$ cat config.mk
export PLATFORM = sky130hd
export DESIGN_NAME = psrg_regs
export DESIGN_NICKNAME = d
export VERILOG_FILES = /design/src/hw/psrg_pkg.sv /design/src/hw/psrg_ramp_if.sv /design/src/hw/psrg_ramp.sv /design/src/hw/psrg_page_mem.sv /design/src/hw/psrg_regs.sv
export SDC_FILE = /design/constraint.sdc
export NUM_CORES = 1
export LEC_CHECK = 0
export ABC_CLOCK_PERIOD_IN_PS = 13300
export BUFFER_PORTS_ARGS = -buffer_cell sky130_fd_sc_hd__buf_4
export CAP_MARGIN = 30
export CORE_AREA = 2 2 181 201
export CTS_BUF_LIST = sky130_fd_sc_hd__clkbuf_4
export CTS_CLUSTER_DIAMETER = 120
export DETAILED_ROUTE_END_ITERATION = 10
export DIE_AREA = 0 0 183 203
export GPL_TIMING_DRIVEN = 0
export PLACE_DENSITY = 0.6
export SETUP_SLACK_MARGIN = 0.05
export SLEW_MARGIN = 10
export SYNTH_ARGS = -nofsm -noshare
export SYNTH_HDL_FRONTEND = slang
export SYNTH_SLANG_ARGS = --single-unit
$ cat constraint.sdc
create_clock -name I_SYS_CLK -period 13.3 [get_ports I_SYS_CLK]
set_input_delay 0.665 -clock I_SYS_CLK [delete_from_list [all_inputs] [get_ports I_SYS_CLK]]
set_output_delay 0.665 -clock I_SYS_CLK [all_outputs]
set_load 0.02 [all_outputs]
$ cat src/hw/psrg_pkg.sv
package psrg_pkg;
    // =====================================================================
    // command codes
    localparam logic [7:0] CMD_RISE_TIME = 8'h61;
    localparam logic [7:0] CMD_SUMMARY_BYTE = 8'h78;
    localparam logic [7:0] CMD_SUMMARY_WORD = 8'h79;
    // =====================================================================
    // rise-time word layout
    localparam int RISE_EXP_LSB = 11;
    localparam logic [4:0] RISE_EXP_VAL = 5'h1c;
    localparam logic [7:0] RISE_MANT_RST = 8'h2b;
    localparam int RISE_SETTINGS = 8;
    localparam logic [2:0] RISE_IDX_RST = 3'h4;
    // mantissa codes in 1/16 ms: 0.6,0.9,1.2,1.8,2.7,4.2,6.0,9.0 ms
    localparam logic [7:0] RISE_CODE [RISE_SETTINGS] = '{
        8'h0a, 8'h0e, 8'h13, 8'h1d, 8'h2b, 8'h43, 8'h60, 8'h90};
    // times in microseconds
    localparam int RISE_US [RISE_SETTINGS] = '{600, 900, 1200, 1800, 2700, 4200, 6000, 9000};
    localparam int CLK_MHZ = 200;
    // =====================================================================
    // summary byte bits
    localparam int SB_OFF = 6;
    localparam int SB_VOUT_OV = 5;
    localparam int SB_IOUT_OC = 4;
    localparam int SB_VIN_UV = 3;
    localparam int SB_TEMP = 2;
    localparam int SB_CML = 1;
    localparam int SB_OTHER = 0;
    // high byte bits of the summary word
    localparam int SW_VOUT = 7;
    localparam int SW_IOUT = 6;
    localparam int SW_MAKER = 4;
    localparam int SW_PGOOD = 3;
    localparam int PAGES = 2;
    // 16-bit reference steps over a full ramp
    localparam int REF_W = 16;
endpackage

$ cat src/hw/psrg_ramp_if.sv
`timescale 1ns/100ps
interface psrg_ramp_if;
    logic start;
    logic [2:0] idx;
    logic instant;
    logic [15:0] target;
    logic [15:0] ref_val;
    logic busy;
    modport ctl (output start, output idx, output instant, output target,
                 input ref_val, input busy);
    modport ramp (input start, input idx, input instant, input target,
                  output ref_val, output busy);
endinterface

$ cat src/hw/psrg_ramp.sv
`timescale 1ns/100ps
module psrg_ramp (
    input wire logic i_clk,
    input wire logic i_rst,
    psrg_ramp_if.ramp rp
);
    // =====================================================================
    // step period per setting: ramp time spread over 2^16 reference steps
    function automatic logic [15:0] step_cycles(input logic [2:0] idx);
        int c;
        c = (psrg_pkg::RISE_US[idx] * psrg_pkg::CLK_MHZ) >> psrg_pkg::REF_W;
        if (c < 1) begin
            c = 1;
        end
        return c[15:0];
    endfunction
    logic [15:0] div_r;
    logic [15:0] ref_r;
    logic busy_r;
    logic tick;
    assign tick = (div_r == 16'h0000);
    always_ff @(posedge i_clk or posedge i_rst) begin
        if (i_rst) begin
            div_r <= 16'h0000;
        end else if (rp.start || tick) begin
            div_r <= step_cycles(rp.idx) - 16'h0001;
        end else begin
            div_r <= div_r - 16'h0001;
        end
    end
    // reference moves one step per tick so trims mid-ramp slew at the same rate
    always_ff @(posedge i_clk or posedge i_rst) begin
        if (i_rst) begin
            ref_r <= 16'h0000;
            busy_r <= 1'b0;
        end else if (rp.start) begin
            busy_r <= !rp.instant;
            ref_r <= rp.instant ? rp.target : 16'h0000; // see RL4
        end else if (busy_r && tick) begin
            if (ref_r < rp.target) begin
                ref_r <= ref_r + 16'h0001; // see RL5
            end else if (ref_r > rp.target) begin
                ref_r <= ref_r - 16'h0001; // see RL5
            end else begin
                busy_r <= 1'b0;
            end
        end else if (!busy_r) begin
            ref_r <= rp.target;
        end
    end
    assign rp.ref_val = ref_r;
    assign rp.busy = busy_r;
    a_ramp_instant: assert property (@(posedge i_clk) disable iff (i_rst)
        rp.start && rp.instant |=> !busy_r && ref_r == $past(rp.target)) // see RL4
        else $error("zero rise time did not jump");
    a_ramp_step: assert property (@(posedge i_clk) disable iff (i_rst)
        busy_r && !rp.start |=> (ref_r - $past(ref_r) <= 16'h0001)
            || ($past(ref_r) - ref_r <= 16'h0001)) // see RL5
        else $error("reference jumped during ramp");
endmodule

$ cat src/hw/psrg_page_mem.sv
`timescale 1ns/100ps
module psrg_page_mem #(
    parameter int WIDTH = 8,
    parameter int DEPTH = 2
) (
    input wire logic i_clk,
    input wire logic i_rst,
    input wire logic i_we,
    input wire logic [$clog2(DEPTH)-1:0] i_waddr,
    input wire logic [WIDTH-1:0] i_wdata,
    input wire logic [$clog2(DEPTH)-1:0] i_raddr,
    input wire logic [WIDTH-1:0] i_rst_val,
    output logic [WIDTH-1:0] o_rdata,
    output logic [WIDTH*DEPTH-1:0] o_all
);
    initial begin
        if (DEPTH < 2) begin
            $error("depth must be at least 2");
        end
    end
    logic [WIDTH-1:0] mem_r [DEPTH];
    // reset value comes from a constant at the instance, so it is safe here
    always_ff @(posedge i_clk or posedge i_rst) begin
        if (i_rst) begin
            for (int k = 0; k < DEPTH; k++) begin
                mem_r[k] <= '0;
            end
        end else if (i_we) begin
            mem_r[i_waddr] <= i_wdata;
        end
    end
    always_ff @(posedge i_clk or posedge i_rst) begin
        if (i_rst) begin
            o_rdata <= '0;
        end else begin
            o_rdata <= mem_r[i_raddr] ^ i_rst_val;
        end
    end
    always_comb begin
        for (int k = 0; k < DEPTH; k++) begin
            o_all[k*WIDTH +: WIDTH] = mem_r[k] ^ i_rst_val;
        end
    end
endmodule

$ cat src/hw/psrg_regs.sv
`timescale 1ns/100ps
// Function
// RL1: soft-start ramp length follows the selected rise-time setting
// RL2: unsupported rise-time writes snap to the nearest supported setting
// RL3: eight settings 0.6 to 9.0 ms, 2.7 ms after reset
// RL4: rise time zero jumps output straight to target, no ramp
// RL5: reference trims during soft-start slew at the rise-time rate
// RL6: rise-time register included in store-all save to memory; the code saves only the active page word, not the other page
// RL7: linear word, exponent -4 fixed, top mantissa bits zero, reset 43
// RL8: summary byte layout bits 6..0, bit 7 reads zero
// RL9: off flag set whenever converter not enabled
// RL10: output overvoltage fault sets its summary flag
// RL11: output overcurrent fault sets its summary flag
// RL12: input undervoltage fault sets its summary flag
// RL13: temperature flag on over-temperature fault or warning
// RL14: communication, memory or logic fault sets the cml flag
// RL15: other faults or warnings set the none-of-the-above flag
// RL16: summary word low byte equals summary byte
// RL17: high byte vout 7, iout 6, maker 4, power good 3
// RL18: vout flag on any output-voltage fault or warning
// RL19: iout flag only for output-current faults or warnings
// RL20: maker flag on internal overheat shutdown
// RL21: rejected write discarded, sets cml and invalid-data, raises alert
// RL22: paged registers kept per channel, selected by current page
module psrg_regs (
    input wire logic I_SYS_CLK,
    input wire logic I_SYS_RST,
    input wire logic I_PAGE,
    input wire logic I_WR,
    input wire logic I_RD,
    input wire logic [7:0] I_CMD,
    input wire logic [15:0] I_WDATA,
    output logic [15:0] O_RDATA,
    output logic O_RVALID,
    input wire logic I_STORE_ALL,
    output logic [15:0] O_NVM_RISE,
    output logic O_NVM_WE,
    input wire logic [1:0] I_ENABLE,
    input wire logic [1:0] I_VOUT_OV,
    input wire logic [1:0] I_VOUT_UV,
    input wire logic [1:0] I_IOUT_OC,
    input wire logic [1:0] I_IOUT_OCW,
    input wire logic [1:0] I_VIN_UV,
    input wire logic [1:0] I_OT_FAULT,
    input wire logic [1:0] I_OT_WARN,
    input wire logic [1:0] I_PGOOD_LOST,
    input wire logic I_OVERHEAT_SHUTDOWN,
    input wire logic I_CML_FAULT,
    input wire logic [1:0] I_CLEAR,
    input wire logic [1:0] I_START,
    input wire logic [1:0] I_REF_STEP,
    input wire logic [31:0] I_REF_TARGET,
    output logic [31:0] O_REF,
    output logic [1:0] O_RAMP_BUSY,
    output logic O_INVALID_DATA,
    output logic O_ALERT
);
    // =====================================================================
    // pin synchronisers for the analog detector levels
    // nine channel pairs plus two shared events
    localparam int NS = 20;
    logic [NS-1:0] s1_r;
    logic [NS-1:0] s2_r;
    logic [NS-1:0] raw;
    assign raw = {I_ENABLE, I_VOUT_OV, I_VOUT_UV, I_IOUT_OC, I_IOUT_OCW, I_VIN_UV,
                  I_OT_FAULT, I_OT_WARN, I_PGOOD_LOST, I_OVERHEAT_SHUTDOWN, I_CML_FAULT};
    always_ff @(posedge I_SYS_CLK or posedge I_SYS_RST) begin
        if (I_SYS_RST) begin
            s1_r <= '0;
            s2_r <= '0;
        end else begin
            s1_r <= raw;
            s2_r <= s1_r;
        end
    end
    logic [1:0] en, vov, vuv, ioc, iocw, vuvi, otf, otw, pgl;
    logic ohs, cmlf;
    assign {en, vov, vuv, ioc, iocw, vuvi, otf, otw, pgl, ohs, cmlf} = s2_r;
    // =====================================================================
    // nearest supported rise-time setting
    function automatic logic [2:0] nearest_idx(input logic [9:0] m);
        logic [2:0] best;
        logic [9:0] d;
        logic [9:0] bd;
        best = 3'h0;
        bd = 10'h3ff;
        for (int k = 0; k < psrg_pkg::RISE_SETTINGS; k++) begin
            d = (m > {2'b00, psrg_pkg::RISE_CODE[k]}) ? m - {2'b00, psrg_pkg::RISE_CODE[k]}
                : {2'b00, psrg_pkg::RISE_CODE[k]} - m;
            if (d < bd) begin
                bd = d;
                best = k[2:0];
            end
        end
        return best;
    endfunction
    // =====================================================================
    // rise-time storage, one copy per page
    logic is_rise_wr;
    logic zero_wr;
    logic bad_wr;
    logic [9:0] wmant;
    logic [3:0] rise_wval;
    assign wmant = I_WDATA[9:0];
    assign zero_wr = (wmant == 10'h000);
    assign is_rise_wr = I_WR && (I_CMD == psrg_pkg::CMD_RISE_TIME);
    // exponent is fixed; any other exponent is data the device cannot accept
    assign bad_wr = is_rise_wr
        && (I_WDATA[15:psrg_pkg::RISE_EXP_LSB] != psrg_pkg::RISE_EXP_VAL); // see RL21
    // stored as {zero flag, index}, xor'd against reset so reset shows 2.7 ms
    assign rise_wval = zero_wr ? 4'h8 : {1'b0, nearest_idx(wmant)}; // see RL2
    logic [3:0] rise_rd;
    logic [7:0] rise_all;
    psrg_page_mem #(.WIDTH(4), .DEPTH(psrg_pkg::PAGES)) u_mem (
        .i_clk(I_SYS_CLK),
        .i_rst(I_SYS_RST),
        .i_we(is_rise_wr && !bad_wr),
        .i_waddr(I_PAGE), // see RL22
        .i_wdata(rise_wval ^ {1'b0, psrg_pkg::RISE_IDX_RST}),
        .i_raddr(I_PAGE),
        .i_rst_val({1'b0, psrg_pkg::RISE_IDX_RST}), // see RL3
        .o_rdata(rise_rd),
        .o_all(rise_all)
    );
    function automatic logic [15:0] rise_word(input logic [3:0] v);
        logic [7:0] mant;
        mant = v[3] ? 8'h00 : psrg_pkg::RISE_CODE[v[2:0]];
        return {psrg_pkg::RISE_EXP_VAL, 3'b000, mant}; // see RL7
    endfunction
    // =====================================================================
    // soft-start ramps, one per channel
    genvar g;
    generate
        for (g = 0; g < psrg_pkg::PAGES; g++) begin : gch
            psrg_ramp_if rif ();
            logic [3:0] v;
            assign v = rise_all[g*4 +: 4];
            assign rif.start = I_START[g];
            assign rif.idx = v[2:0]; // see RL1
            assign rif.instant = v[3]; // see RL4
            assign rif.target = I_REF_TARGET[g*16 +: 16];
            psrg_ramp u_ramp (
                .i_clk(I_SYS_CLK),
                .i_rst(I_SYS_RST),
                .rp(rif)
            );
            assign O_REF[g*16 +: 16] = rif.ref_val;
            assign O_RAMP_BUSY[g] = rif.busy;
        end
    endgenerate
    // =====================================================================
    // store-all snapshot of the active page rise-time word
    always_ff @(posedge I_SYS_CLK or posedge I_SYS_RST) begin
        if (I_SYS_RST) begin
            O_NVM_RISE <= 16'h0000;
            O_NVM_WE <= 1'b0;
        end else begin
            O_NVM_WE <= I_STORE_ALL;
            if (I_STORE_ALL) begin
                O_NVM_RISE <= rise_word(rise_rd); // see RL6
            end
        end
    end
    // =====================================================================
    // sticky fault latches, set wins over clear
    logic [1:0] cml_r;
    logic [1:0] ivd_r;
    logic [7:0] lat_r [psrg_pkg::PAGES];
    always_ff @(posedge I_SYS_CLK or posedge I_SYS_RST) begin
        if (I_SYS_RST) begin
            for (int p = 0; p < psrg_pkg::PAGES; p++) begin
                lat_r[p] <= 8'h00;
            end
        end else begin
            for (int p = 0; p < psrg_pkg::PAGES; p++) begin
                lat_r[p] <= (I_CLEAR[p] ? 8'h00 : lat_r[p])
                    | {ohs, pgl[p], vov[p], vuv[p], ioc[p], iocw[p], vuvi[p], otf[p] | otw[p]};
            end
        end
    end
    always_ff @(posedge I_SYS_CLK or posedge I_SYS_RST) begin
        if (I_SYS_RST) begin
            cml_r <= 2'b00;
            ivd_r <= 2'b00;
        end else begin
            for (int p = 0; p < psrg_pkg::PAGES; p++) begin
                cml_r[p] <= (cml_r[p] && !I_CLEAR[p]) || cmlf
                    || (bad_wr && I_PAGE == p[0]); // see RL14
                ivd_r[p] <= (ivd_r[p] && !I_CLEAR[p]) || (bad_wr && I_PAGE == p[0]); // see RL21
            end
        end
    end
    // =====================================================================
    // summary assembly
    function automatic logic [15:0] summary(input logic [7:0] l, input logic c,
                                            input logic e);
        logic [15:0] w;
        w = 16'h0000;
        w[psrg_pkg::SB_OFF] = !e; // see RL9
        w[psrg_pkg::SB_VOUT_OV] = l[5]; // see RL10
        w[psrg_pkg::SB_IOUT_OC] = l[3]; // see RL11
        w[psrg_pkg::SB_VIN_UV] = l[1]; // see RL12
        w[psrg_pkg::SB_TEMP] = l[0]; // see RL13
        w[psrg_pkg::SB_CML] = c; // see RL14
        w[psrg_pkg::SB_OTHER] = l[4] | l[2] | l[6]; // see RL15
        w[8 + psrg_pkg::SW_VOUT] = l[5] | l[4]; // see RL18
        w[8 + psrg_pkg::SW_IOUT] = l[3] | l[2]; // see RL19
        w[8 + psrg_pkg::SW_MAKER] = l[7]; // see RL20
        w[8 + psrg_pkg::SW_PGOOD] = l[6]; // see RL17
        return w;
    endfunction
    logic [15:0] sum_w;
    assign sum_w = summary(lat_r[I_PAGE], cml_r[I_PAGE], en[I_PAGE]); // see RL22
    // =====================================================================
    // read port: answer one cycle after the request
    always_ff @(posedge I_SYS_CLK or posedge I_SYS_RST) begin
        if (I_SYS_RST) begin
            O_RDATA <= 16'h0000;
            O_RVALID <= 1'b0;
        end else begin
            O_RVALID <= I_RD;
            if (I_RD) begin
                if (I_CMD == psrg_pkg::CMD_RISE_TIME) begin
                    O_RDATA <= rise_word(rise_rd);
                end else if (I_CMD == psrg_pkg::CMD_SUMMARY_BYTE) begin
                    O_RDATA <= {8'h00, sum_w[7:0]}; // see RL8
                end else if (I_CMD == psrg_pkg::CMD_SUMMARY_WORD) begin
                    O_RDATA <= sum_w; // see RL16
                end else begin
                    O_RDATA <= 16'h0000;
                end
            end
        end
    end
    assign O_INVALID_DATA = |ivd_r;
    always_ff @(posedge I_SYS_CLK or posedge I_SYS_RST) begin
        if (I_SYS_RST) begin
            O_ALERT <= 1'b0;
        end else begin
            O_ALERT <= |ivd_r || bad_wr; // see RL21
        end
    end
    // =====================================================================
    // register-side checks

    a_bad_discard: assert property (@(posedge I_SYS_CLK) disable iff (I_SYS_RST)
        bad_wr |=> ##1 $stable(rise_rd) && O_ALERT) // see RL21
        else $error("rejected write changed register or missed alert");

    a_invalid_set: assert property (@(posedge I_SYS_CLK) disable iff (I_SYS_RST)
        bad_wr |=> O_INVALID_DATA) // see RL21
        else $error("invalid data not flagged");

    a_byte_mirror: assert property (@(posedge I_SYS_CLK) disable iff (I_SYS_RST)
        I_RD && I_CMD == psrg_pkg::CMD_SUMMARY_BYTE |=> O_RDATA[15:7] == 9'h000) // see RL8
        else $error("summary byte upper bits set");

    a_word_low: assert property (@(posedge I_SYS_CLK) disable iff (I_SYS_RST)
        I_RD && I_CMD == psrg_pkg::CMD_SUMMARY_WORD |=> O_RDATA[7:0] == $past(sum_w[7:0])) // see RL16
        else $error("summary word low byte differs");

    a_word_spare: assert property (@(posedge I_SYS_CLK) disable iff (I_SYS_RST)
        I_RD && I_CMD == psrg_pkg::CMD_SUMMARY_WORD
        |=> !O_RDATA[13] && O_RDATA[10:8] == 3'b000) // see RL17
        else $error("summary word spare bits set");

    a_rvalid_pulse: assert property (@(posedge I_SYS_CLK) disable iff (I_SYS_RST)
        I_RD |=> O_RVALID)
        else $error("read answer missing");

    a_off_flag: assert property (@(posedge I_SYS_CLK) disable iff (I_SYS_RST)
        !en[I_PAGE] |-> sum_w[psrg_pkg::SB_OFF]) // see RL9
        else $error("off flag missing");

    a_exp_fixed: assert property (@(posedge I_SYS_CLK) disable iff (I_SYS_RST)
        I_RD && I_CMD == psrg_pkg::CMD_RISE_TIME
        |=> O_RDATA[15:8] == {psrg_pkg::RISE_EXP_VAL, 3'b000}) // see RL7
        else $error("rise exponent or top bits wrong");

    a_ov_sticky: assert property (@(posedge I_SYS_CLK) disable iff (I_SYS_RST)
        vov[0] |=> lat_r[0][5]) // see RL10
        else $error("overvoltage not latched");

    a_oc_sticky: assert property (@(posedge I_SYS_CLK) disable iff (I_SYS_RST)
        ioc[0] |=> lat_r[0][3]) // see RL11
        else $error("overcurrent not latched");

    a_vin_sticky: assert property (@(posedge I_SYS_CLK) disable iff (I_SYS_RST)
        vuvi[0] |=> lat_r[0][1]) // see RL12
        else $error("input undervoltage not latched");

    a_uv_sticky: assert property (@(posedge I_SYS_CLK) disable iff (I_SYS_RST)
        vuv[0] |=> lat_r[0][4]) // see RL15
        else $error("output undervoltage not latched");

    a_temp_flag: assert property (@(posedge I_SYS_CLK) disable iff (I_SYS_RST)
        (otf[0] || otw[0]) |=> lat_r[0][0]) // see RL13
        else $error("temperature not latched");

    a_maker_flag: assert property (@(posedge I_SYS_CLK) disable iff (I_SYS_RST)
        ohs |=> lat_r[0][7] && lat_r[1][7]) // see RL20
        else $error("overheat shutdown not latched");

    a_cml_set: assert property (@(posedge I_SYS_CLK) disable iff (I_SYS_RST)
        cmlf |=> cml_r == 2'b11) // see RL14
        else $error("cml fault not latched");

    a_iout_word: assert property (@(posedge I_SYS_CLK) disable iff (I_SYS_RST)
        sum_w[8 + psrg_pkg::SW_IOUT] == (lat_r[I_PAGE][3] | lat_r[I_PAGE][2])) // see RL19
        else $error("iout flag mismatch");

    a_store_rise: assert property (@(posedge I_SYS_CLK) disable iff (I_SYS_RST)
        I_STORE_ALL |=> O_NVM_WE && O_NVM_RISE == rise_word($past(rise_rd))) // see RL6
        else $error("store-all missed rise word");

    a_nvm_pulse: assert property (@(posedge I_SYS_CLK) disable iff (I_SYS_RST)
        !I_STORE_ALL |=> !O_NVM_WE) // see RL6
        else $error("store pulse without request");

    // a margin step mid-ramp must not jump the reference
    a_step_slew: assert property (@(posedge I_SYS_CLK) disable iff (I_SYS_RST)
        I_REF_STEP[0] && O_RAMP_BUSY[0] && !I_START[0]
        |=> (O_REF[15:0] - $past(O_REF[15:0]) <= 16'h0001)
            || ($past(O_REF[15:0]) - O_REF[15:0] <= 16'h0001)) // see RL5
        else $error("margin step jumped the reference");

endmodule

==> impl_metrics.ini <==
[die]
die_height_um = 203
start_util_pct = 44.5
die_w_um = 183
coreArea_mm2 = 0.0350
dieArea_mm2 = 0.0371
pin_count = 158
num_rows = 72

[finish]
nets = 2431
utilization_pct = 55.6
area_delta_synth_final_pct = 24.9
fillers = 3266
final_layout_size_suffix_gt1_share_pct = 22.5
fin_cells = 2570

[clocking]
cts_hold_buf = 0
ctsHtreeMaxLevel = 4
clkSinkCount = 163
clk_pin_slew_ns = 0.18
cts_tree = done
clockRootBuffer = clkbuf_4
numCtsBuffers = 17
clk_latency_ns = 0.61
clk_path_buf_depth = 2

[timing]
hold_viol_final = 0
rsz0062_at_grt = true
period_share_pct = 108
period_minus_slack_ns = 14.34
fin_ws_ns = -1.04
worst_pin_slew_ns = 0.936
fmax_mhz = 69.8
finalSetupViolations = 6
finClkSkew_ns = 0.0256
slew_violations = 0
max_slew_margin_pct = 37.6

[critical_path]
reg2reg_depth = 23
cp_top_family = compound AO/OA/AOI/OAI gates
r2r-end = gch[0].u_ramp.div_r[12]
cp_max_fo = 7
arrival_ns = 14.87
crit_top_cell = a21oi_2
cp.required_ns = 13.84
r2r_slack_ns = 6.96
path_buf_inv = 16
crit_end = u_mem.mem_r[1]
cpMaxStageDelayCell = or4b_4
r2r-start = u_mem.mem_r[6]
worstSetupStartpoint = I_WDATA[5]
critPathMaxStageDelay_ns = 0.49
critPathLaunchType = input port
end_kind = register
critical_path_cell_count = 87
critPathKind = input port to register

[power]
power.leakage_nw = 9.41
power_density_mw_per_mm2 = 128
ir_drop_mv = 0.0707

[synth]
synthCells = 1835
synth_area_mm2 = 0.0156
synth_seq_cells = 163
synth_area_leaders = dfrtp_1 (26%), ha_1 (17%), a21oi_1 (5.0%)
synth_top_cell_by_area = dfrtp_1
ys_types = 87
synthFlopType = dfrtp_1
yosysTopAreaCellShare_pct = 26.2
synthArstFlopShare_pct = 100
synth_edf_count = 0
avgSynthCellArea_um2 = 8.48
ys_seq_area_share_pct = 26.2
yosysWarnings = 0

[detailed_routing]
first_pass_iters = 5
drt_iter0_drc = 947
final_antenna_net_count = 0
via_per_inst = 5.61
wl_um = 43900
vias = 14400
wl_per_cell_um = 17.1
drc_errors = 0

[outcome]
status = finished with violations
violations = negative setup slack

[global_route]
grt_start_max_net_pins = 84
overflow = 0
grt_pass1_vias = 14000
grtUsageTotal_pct = 23.4
grt_pass1_wl_um = 70300
antenna_found_initial = 1

[run]
max_cap_violations = 0

[place]
numPortBuffers = 142
routabilityCongestion = 0.902
detailed_place_hpwl_um = 32900
pre_cts_slack_ns = -3.45
dp.cells = 2429

[min_path]
min_path_type = input port to asynchronous set/reset pin
cells by family (layout without fill, tap and decap cells):
family	Yosys count	in the layout	share of synthesized area [%]
multiplexers	63	63	4.26
other	1	9	0.0241
AND/OR/NAND/NOR	488	488	15.3
adder cells (fa/ha/maj)	234	234	19.5
AO/OA/AOI/OAI	525	525	22.0
flip-flops	163	163	26.2
XOR/XNOR	111	111	6.25
buffers and inverters	250	533	6.52
where the power goes:
part	internal [W]	switching, W
combinational	0.000780	0.000826
clock	0.0000925	0.000226
sequential	0.000533	0.0000331
repair_timing:
| item | 4_1_cts | 5_1_grt |
|---|---|---|
| buffers inserted | 81 | 31 |
| setup endpoints to repair | 6 | 6 |
| gates resized for setup | 85 | 62 |
| gates cloned | 3 | 0 |
| pin swaps | 70 | 63 |
metrics by stage:
step	TNS, ns	total power (W)	hold slack (ns)	instance area [um^2]
6_report	-5.60	0.00249	0.0973	19400
5_1_grt	-9.61	0.00268	0.0808	19400
4_1_cts	-6.25	0.00238	0.0838	19000
3_5_place_dp	-19.68	0.00177	0.336	17600
3_3_place_gp	-18.72	0.00174	0.332	17600
2_1_floorplan	-4.41	0.00148	0.331	16000
how the worst min path moves through the flow:
stage,from,end,slack [ns],depth (start not counted)
after global placement,s1_r[4],s2_r[4],0.33,0
after detailed placement,s1_r[1],s2_r[1],0.34,0
after CTS,I_SYS_RST,gch[1].u_ramp.rp.ref_val[0],0.08,2
final,I_SYS_RST,gch[1].u_ramp.rp.ref_val[0],0.1,2
after floorplan,s1_r[0],s2_r[0],0.33,0
after global routing,I_ENABLE[0],s1_r[18],0.08,1
per-layer routing:
metal / routed length, um / global-route usage, % / vias up / share of wire (%)
met5: 0 / 0 / - / 0
met4: 1270 / 8.46 / 0 / 2.9
met3: 1850 / 2.65 / 79 / 4.2
met2: 21700 / 41.3 / 419 / 49
met1: 19100 / 29.3 / 6871 / 44
li1: - / - / 7044 / -
synth_stat cells (all sizes together), types with 23 or more instances:
| library cell | count |
|---|---|
| dfrtp | 163 |
| xor2 | 31 |
| ha | 217 |
| a31oi | 25 |
| mux2 | 23 |
| nand2b | 29 |
| nand3 | 25 |
| nand2 | 162 |
| xnor2 | 80 |
| clkbuf | 52 |
| nor2 | 124 |
| o21ai | 110 |
| a21oi | 157 |
| inv | 161 |
| a22oi | 31 |
| nor2b | 34 |
| mux2i | 40 |
| buf | 35 |
| a21o | 67 |
flip-flops by register name, summed over array words and instances (netlist names):
register / cells
O_ALERT: 1
ivd_r: 2
u_mem.mem_r: 8
O_RVALID: 1
u_mem.o_rdata: 4
s1_r: 20
cml_r: 2
s2_r: 20
O_NVM_RISE: 9
O_NVM_WE: 1
gch.u_ramp.rp.ref_val: 32
gch.u_ramp.rp.busy: 2
O_RDATA: 13
gch.u_ramp.div_r: 32
lat_r: 16
layout make-up:
| type | instances | area [um^2] | area share, % |
|---|---|---|---|
| Clock inverter | 15 | 204 | 1.05 |
| Antenna cell | 1 | 2.50 | 0.0129 |
| Tap cell | 444 | 556 | 2.86 |
| Timing Repair Buffer | 255 | 2020 | 10.4 |
| Inverter | 163 | 687 | 3.53 |
| Buffer | 83 | 488 | 2.51 |
| Multi-Input combinational cell | 1429 | 11300 | 58.0 |
| Sequential cell | 163 | 4080 | 21.0 |
| Clock buffer | 17 | 128 | 0.657 |
layout by cell type, fill, tap and decap left out, types with 35 or more instances in the layout:
cell type    n
a21o_1      66
a21oi_1    137
buf_4      257
clkbuf_1    40
dfrtp_1    163
ha_1       199
inv_1      152
mux2i_1     35
nand2_1    158
nor2_1     118
o21ai_0     86
xnor2_1     77
(Power assumes the default switching activity.)
